--- src/logic/fault_unit_regs.vh ---
// register offsets, field positions, reset values for the fault input and override enable block
// assumes a byte-wide register port at the absolute addresses below
`ifndef FAULT_UNIT_REGS_VH
`define FAULT_UNIT_REGS_VH

`define ADDR_W              16
`define DATA_W              8
`define OFF_FAULT_INPUT_EN  16'h30DE
`define OFF_OVERRIDE_EN     16'h30DF
`define OFF_OVERRIDE_DIR    16'h30E0
`define OFF_OVERRIDE_VAL    16'h30E1
`define OFF_UNIT_CTRL       16'h30E8
`define RST_BYTE            8'h00
`define CTRL_UNIT_EN_BIT    0
`define CTRL_FLAG_BIT       7

`endif

--- src/logic/fault_input_override.v ---
// fault input enables and output override enables of the fault detect unit
// assumes a single clock, synchronous reset and a simple strobe register port
`timescale 1ns/1ns
`include "fault_unit_regs.vh"
module fault_input_override #(
  parameter N = 8
) (
  // clock and reset
  input  wire              CLK,
  input  wire              SRST,
  // register port
  input  wire [15:0]       ADDR,
  input  wire [7:0]        WDATA,
  input  wire              WR,
  input  wire              RD,
  output reg  [7:0]        RDATA,
  // fault sources, active high
  input  wire [N-1:0]      FAULT_IN,
  // normal source signals
  input  wire [N-1:0]      SRC_OUT,
  input  wire [N-1:0]      SRC_OE,
  // guarded pins
  output wire [N-1:0]      GUARDED_OUT,
  output wire [N-1:0]      GUARDED_OE,
  // status
  output wire              FAULT_FLAG,
  output wire              UNIT_ENABLE
);
  // ****************************************
  // registers
  // ****************************************
  reg  [7:0] fault_input_enable_reg;
  reg  [7:0] output_override_enable_reg;
  reg  [7:0] override_direction_reg;
  reg  [7:0] override_drive_value_reg;
  reg        unit_enable_reg;
  reg        fault_flag_reg;
  wire       fault_hit;
  wire       flag_clear;
  reg  [7:0] rdata_next;

  // ****************************************
  // address decode
  // ****************************************
  wire       sel_input_en;
  wire       sel_override_en;
  wire       sel_override_dir;
  wire       sel_override_val;
  wire       sel_unit_ctrl;
  wire       wr_input_en;
  wire       wr_override_en;
  wire       wr_override_dir;
  wire       wr_override_val;
  wire       wr_unit_ctrl;

  assign sel_input_en     = (ADDR == `OFF_FAULT_INPUT_EN);
  assign sel_override_en  = (ADDR == `OFF_OVERRIDE_EN);
  assign sel_override_dir = (ADDR == `OFF_OVERRIDE_DIR);
  assign sel_override_val = (ADDR == `OFF_OVERRIDE_VAL);
  assign sel_unit_ctrl    = (ADDR == `OFF_UNIT_CTRL);
  assign wr_input_en      = WR & sel_input_en;
  assign wr_override_en   = WR & sel_override_en;
  assign wr_override_dir  = WR & sel_override_dir;
  assign wr_override_val  = WR & sel_override_val;
  assign wr_unit_ctrl     = WR & sel_unit_ctrl;

  // ****************************************
  // fault gating
  // ****************************************
  wire [N-1:0] fault_gated;

  genvar j;
  generate
    for (j = 0; j < N; j = j + 1) begin : gate
      assign fault_gated[j] = FAULT_IN[j] & fault_input_enable_reg[j];
    end
  endgenerate

  assign fault_hit  = unit_enable_reg & (|fault_gated);
  assign flag_clear = wr_unit_ctrl & ~WDATA[`CTRL_FLAG_BIT];

  // ****************************************
  // fault input enable
  // ****************************************
  always @(posedge CLK) begin
    if (SRST) begin
      fault_input_enable_reg <= `RST_BYTE;
    end else if (wr_input_en) begin
      fault_input_enable_reg <= WDATA;
    end
  end

  // ****************************************
  // output override enable
  // ****************************************
  always @(posedge CLK) begin
    if (SRST) begin
      output_override_enable_reg <= `RST_BYTE;
    end else if (wr_override_en) begin
      output_override_enable_reg <= WDATA;
    end
  end

  // ****************************************
  // override direction
  // ****************************************
  always @(posedge CLK) begin
    if (SRST) begin
      override_direction_reg <= `RST_BYTE;
    end else if (wr_override_dir) begin
      override_direction_reg <= WDATA;
    end
  end

  // ****************************************
  // override drive value
  // ****************************************
  always @(posedge CLK) begin
    if (SRST) begin
      override_drive_value_reg <= `RST_BYTE;
    end else if (wr_override_val) begin
      override_drive_value_reg <= WDATA;
    end
  end

  // ****************************************
  // unit enable
  // ****************************************
  always @(posedge CLK) begin
    if (SRST) begin
      unit_enable_reg <= 1'b0;
    end else if (wr_unit_ctrl) begin
      unit_enable_reg <= WDATA[`CTRL_UNIT_EN_BIT];
    end
  end

  // ****************************************
  // fault flag
  // ****************************************
  always @(posedge CLK) begin
    if (SRST) begin
      fault_flag_reg <= 1'b0;
    end else begin
      // set wins over clear
      if (fault_hit) begin
        fault_flag_reg <= 1'b1;
      end else if (flag_clear) begin
        fault_flag_reg <= 1'b0;
      end
    end
  end

  // ****************************************
  // read port
  // ****************************************
  always @* begin
    case (ADDR)
      `OFF_FAULT_INPUT_EN: rdata_next = fault_input_enable_reg;
      `OFF_OVERRIDE_EN:    rdata_next = output_override_enable_reg;
      `OFF_OVERRIDE_DIR:   rdata_next = override_direction_reg;
      `OFF_OVERRIDE_VAL:   rdata_next = override_drive_value_reg;
      `OFF_UNIT_CTRL:      rdata_next = {fault_flag_reg, 6'h00, unit_enable_reg};
      default:             rdata_next = 8'h00;
    endcase
  end

  always @(posedge CLK) begin
    if (SRST) begin
      RDATA <= 8'h00;
    end else if (RD) begin
      RDATA <= rdata_next;
    end else begin
      RDATA <= 8'h00;
    end
  end

  // ****************************************
  // pin lanes
  // ****************************************
  genvar i;
  generate
    for (i = 0; i < N; i = i + 1) begin : lane
      pin_override_lane u_lane (
        .unit_en     (unit_enable_reg),
        .override_en (output_override_enable_reg[i]),
        .dir         (override_direction_reg[i]),
        .val         (override_drive_value_reg[i]),
        .src_out     (SRC_OUT[i]),
        .src_oe      (SRC_OE[i]),
        .pin_out     (GUARDED_OUT[i]),
        .pin_oe      (GUARDED_OE[i])
      );
    end
  endgenerate

  // ****************************************
  // status outputs
  // ****************************************

  assign FAULT_FLAG  = fault_flag_reg;
  assign UNIT_ENABLE = unit_enable_reg;
endmodule

--- src/logic/pin_override_lane.v ---
// one guarded output pin: bypass or override by direction and value
// assumes all inputs synchronous to the caller's clock
`timescale 1ns/1ns
module pin_override_lane (
  // control
  input  wire unit_en,
  input  wire override_en,
  input  wire dir,
  input  wire val,
  // normal source
  input  wire src_out,
  input  wire src_oe,
  // pin
  output wire pin_out,
  output wire pin_oe
);
  wire take;
  assign take    = unit_en & override_en;
  assign pin_oe  = take ? dir : src_oe;
  assign pin_out = take ? (dir & val) : src_out;
endmodule

--- config.mk ---
export PLATFORM = sky130hd
export DESIGN_NAME = fault_input_override
export DESIGN_NICKNAME = d
export VERILOG_FILES = /design/src/logic/fault_input_override.v /design/src/logic/pin_override_lane.v
export VERILOG_INCLUDE_DIRS = /design/src /design/src/logic
export SDC_FILE = /design/constraint.sdc
export NUM_CORES = 1
export LEC_CHECK = 0
export BUFFER_PORTS_ARGS = -buffer_cell sky130_fd_sc_hd__clkbuf_2
export CORE_ASPECT_RATIO = 0.9
export CORE_MARGIN = 4
export CORE_UTILIZATION = 50
export DETAILED_ROUTE_END_ITERATION = 7
export PLACE_DENSITY_LB_ADDON = 0.1
export SLEW_MARGIN = 10
export SYNTH_ARGS = -nofsm -noshare
export SYNTH_HDL_FRONTEND = slang
export SYNTH_SLANG_ARGS = --single-unit
--- constraint.sdc ---
create_clock -name CLK -period 2.2 [get_ports CLK]
set_input_delay 0.44 -clock CLK [delete_from_list [all_inputs] [get_ports CLK]]
set_output_delay 0.44 -clock CLK [all_outputs]
set_load 0.05 [all_outputs]
Word-level counts from Yosys, hierarchy flattened --
Cells that the tools add are included.
Storage, ports and cells: flip-flop bits (word level) 42, output and inout bits 26, input port bits 52
Cells by class: muxes and demuxes 19, eq/ne operators 5, bitwise logic cells 33, reduce and logical (&&, ||, !) cells 3
Operators with widths (number):
- 16-bit by 14-bit equality test with 1-bit output (second input constant) | 5
- 8-bit one-hot mux with 5 select lines | 1
- 1-bit bitwise AND | 31
- 1-bit two-way mux | 18
- 8-bit OR reduction | 1
- 1-bit NOT | 2
- 2-bit nonzero test | 1
- 2-bit OR reduction | 1

Depth between registers and ports, before layout --
word-level depth 5, depth in mapped cells 7, depth with buffers taken out 4

Hierarchy --
A second synthesis with hierarchy kept.
Unflattened totals: cells, all modules 245, area, all modules 2279.7 um^2
By module, submodules not included:
- fault_input_override | instances 1, cells each 213, seq. area each 840.8 um^2, area each 1989.4 um^2
- pin_override_lane | instances 8, cells each 4, seq. area each 0.0 um^2, area each 36.3 um^2

Least setup slack after synthesis --
OpenSTA, ideal clock, no wires.
path kind input port to flip-flop, start point input port ADDR[1], end point register override_drive_value_reg[0], stages on the path 6, data arrival time 1.903 ns, setup slack 0.165 ns, path buffers 2, path through or4b_1 > buf_6 > or4_1 > buf_2 > o21ai_1 > a21oi_1
On the way: word-level cells in the longest chain between the ends 2
Ends and longest elaborated chain:
- start: declaration | line fault_input_override.v:12 | input wire [15:0] ADDR,
- 16-bit by 14-bit equality test with 1-bit output
- 1-bit bitwise AND | line fault_input_override.v:64 | assign wr_override_val = WR & sel_override_val;
- end signal: assignment | line fault_input_override.v:120 | override_drive_value_reg <= `RST_BYTE;
- end: declaration | line fault_input_override.v:35 | reg [7:0] override_drive_value_reg;
No other way between the ends. A chain may end at the register's enable or synchronous reset.

Worst setup path after layout --
start point register unit_enable_reg (netlist: UNIT_ENABLE), end point output port GUARDED_OE[1]
On the way: word-level cells in the longest chain between the ends 2
Ends and longest elaborated chain:
- start: declaration | line fault_input_override.v:36 | reg unit_enable_reg;
- start signal: assignment | line fault_input_override.v:133 | unit_enable_reg <= WDATA[`CTRL_UNIT_EN_BIT];
- 1-bit bitwise AND | line pin_override_lane.v:18 | assign take = unit_en & override_en;
- 1-bit two-way mux | line pin_override_lane.v:19 | assign pin_oe = take ? dir : src_oe;
- end: declaration | line fault_input_override.v:24 | output wire [N-1:0] GUARDED_OE,
No other way between the ends.

==> impl_metrics.yaml <==
status:
  status: "complete, no violations"
routing:
  routedWlPerCell_um: 16.6
  routed_wl_mm: 6.90
  drt-initial-drc-count: 240
  drc: 0
  drt-pass1-iter-count: 5
  viasPerCell: 5.78
  drtAntennaViolNets: 0
  vias: 2404
synth:
  avgSynthCellArea_um2: 8.37
  ys.flop_type: "dfxtp_1"
  ys_types: 34
  synthMuxAreaShare_pct: 8.53
  synth_fa_ha_area_share_pct: 0
  synth_simple_gate_area_share_pct: 24.2
  netlist_area_um2: 2380
  synth.top_cell.area_share_pct: 35.4
  synthXorXnorAreaFrac_pct: 0
  netlist_top_cells_area: "dfxtp_1 (35%), mux2_2 (8.5%), a21oi_1 (7.6%)"
  ys_async_sr_fraction_pct: 0
  synth_area_leader_cell: "dfxtp_1"
  yosysSeqAreaShare_pct: 35.4
  synth.net_count: 336
  synth-compound-area-share_pct: 21.5
  synth-seq-cells: 42
  ys.warnings.count: 0
  synth_top_family_by_area: "simple AND/OR/NAND/NOR gates"
  synth-edff-count: 0
  synth_cells: 284
layout:
  layout.nets: 405
  design_area_um2: 2890
  drive_gt1_share_pct: 37.9
  area_delta_synth_final_pct: 21.6
  final_util_pct: 64.0
  antenna_cells: 0
clock_tree:
  holdBufCountCts: 0
  clock_sinks: 42
  clockBufferDepth: 2
  clk_pin_slew_ns: 0.08
  cts-buffers-inserted: 5
  clock_latency_ns: 0.30
  htreeDepth: 2
  cts_tree: "built"
  clock-root-buffer: "clkbuf_8"
critical_path:
  cpPeakStageDelay_ns: 0.53
  crit_chain: "nand2_1, mux2_2, clkbuf_2"
  rr_worst_depth: 3
  critical_path_buf_inv_count: 1
  endpoint_kind: "primary output"
  r2r-end: "RDATA[0]"
  regToRegStartpoint: "UNIT_ENABLE"
  start_kind: "flip-flop"
  cp.arrival_ns: 1.50
  critPathMaxFanout: 12
  r2r_slack_ns: 0.99
  required_ns: 1.76
  cp_top_family: "flip-flops"
  cp_slowest_cell: "dfxtp_2"
  path_class: "reg -> out"
floorplanning:
  ios: 78
  placementRows: 23
  start_util_pct: 52.6
  core_um2: 4520
  chipHeight_um: 73.4
  die_w_um: 80.7
  die_area_um2: 5920
timing:
  setup-tns-final_ns: 0
  max_freq_ghz: 0.515
  relSlewSlack_pct: 49.2
  drv_slew: 0
  final_hold_viol_count: 0
  holdWs_ns: 0.426
  clock_skew_ns: 0.00863
  setup-violations-final: 0
  worstMarginPinSlew_ns: 0.757
  rsz0062_at_grt: "false"
  period_share_pct: 88.2
  period_needed_ns: 1.94
global_route:
  grt_pass1_vias: 2280
  grt_max_degree: 35
  grt_pass1_wl_mm: 11.2
  globalRouteOverflowTotal: 0
  grt_use_total_pct: 24.6
  antenna_found_initial: 0
min_path:
  holdCritPathClass: "in -> reg"
  min_path_cells: 3
  min_from: "WDATA[1]"
  worst_hold_path.endpoint: "override_direction_reg[1]"
power:
  clkPwrFrac_pct: 33.4
  p_comb_share_pct: 15.0
  p_seq_share_pct: 51.6
  p_int_w: 0.00106
  powerDensity_nw_per_um2: 509
  power.total_w: 0.00147
  p_leak_nw: 1.13
  switchingPower_w: 0.000411
  swShare_pct: 27.9
  vdd_ir_drop_max_uv: 302
flow_run:
  drv_cap: 0
place:
  placed_area_um2: 2800
  gp_congestion: 0.861
  dpl.hpwl_mm: 4.99
  port_buffers: 77
==> layer usage <==
layer  GRT usage [%]  vias to the layer above  routed length, um
li1                -                     1178                  -
met2            36.4                      115               3080
met3            4.90                       13                671
met1            34.8                     1098               3040
met4            10.5                        0                113
met5               0                        -                  0
==> metrics by stage <==
| stage | std cells | setup slack, ns |
|---|---|---|
| finish | 416 | 0.260 |
| global route | 416 | 0.186 |
| CTS | 416 | 0.0283 |
| detailed placement | 408 | 0.0235 |
| global placement | 408 | 0.0653 |
| floorplan | 284 | 0.165 |
==> worst reg2reg max path: cells and delay by family, from the launching register on <==
family / cells / cell delay, ns
AND/OR/NAND/NOR: 1 / 0.07
flip-flops: 1 / 0.43
multiplexers: 1 / 0.29
AO/OA/AOI/OAI: 1 / 0.28
==> power by group through the flow <==
stage / clock (W) / sequential (W) / combinational [W]
3_3_place_gp: 0 / 0.000777 / 0.000217
5_1_grt: 0.000533 / 0.000759 / 0.000235
2_1_floorplan: 0 / 0.000777 / 0.000144
3_5_place_dp: 0 / 0.000777 / 0.000219
4_1_cts: 0.000497 / 0.000759 / 0.000219
6_report: 0.000492 / 0.000759 / 0.000220
==> worst max-delay path by stage <==
| stage | from | to | slack (ns) | cells past startpoint |
|---|---|---|---|---|
| floorplan | ADDR[1] | override_drive_value_reg[0] | 0.16 | 6 |
| global route | UNIT_ENABLE | GUARDED_OE[0] | 0.19 | 3 |
| finish | UNIT_ENABLE | GUARDED_OE[1] | 0.26 | 3 |
| CTS | UNIT_ENABLE | GUARDED_OE[0] | 0.03 | 3 |
| global placement | ADDR[1] | override_direction_reg[3] | 0.07 | 5 |
| detailed placement | ADDR[1] | override_direction_reg[3] | 0.02 | 5 |
==> synthesized netlist by cell type, drive strengths merged, types with 2 or more instances <==
| library cell | count |
|---|---|
| nor2 | 8 |
| mux2 | 18 |
| nand2b | 2 |
| or4b | 3 |
| buf | 28 |
| nand4b | 8 |
| nand2 | 28 |
| or4 | 5 |
| dfxtp | 42 |
| nand4bb | 2 |
| clkbuf | 9 |
| nand4 | 2 |
| nor4 | 6 |
| nand3 | 25 |
| a21oi | 36 |
| o21ai | 42 |
| a22oi | 5 |
| a222oi | 7 |
==> area by class of cell <==
cell class / count / area [um2]
fill: 426 / 1630
clock buffer: 6 / 72.6
clock inverter: 2 / 13.8
multi-input combinational: 203 / 1300
inverter: 1 / 3.75
sequential: 42 / 842
timing repair buffer: 100 / 583
tap: 62 / 77.6
==> cell families after synthesis <==
family | count (synthesis)
flip-flops | 42
multiplexers | 18
AO/OA/AOI/OAI | 91
AND/OR/NAND/NOR | 94
buffers and inverters | 39
==> placed cells by master, fill, tap and decap left out, types with 4 or more instances in the layout <==
cell,n
nand2_1,28
dfxtp_1,41
a22oi_1,5
clkbuf_2,77
a21oi_1,36
mux2_2,18
clkbuf_8,5
a222oi_1,7
o21ai_0,15
nand4b_1,8
nor2_1,8
o21ai_1,27
nand3_1,25
buf_4,21
or4_1,4
nor4_4,4
==> repair_timing <==
| action | in CTS | in global routing |
|---|---|---|
| endpoints found under the hold margin | 0 | 0 |
| resized for setup | 0 | 1 |
| endpoints found under the setup margin | 0 | 16 |
| setup buffers | 0 | 0 |
(Power assumes the default switching activity.)
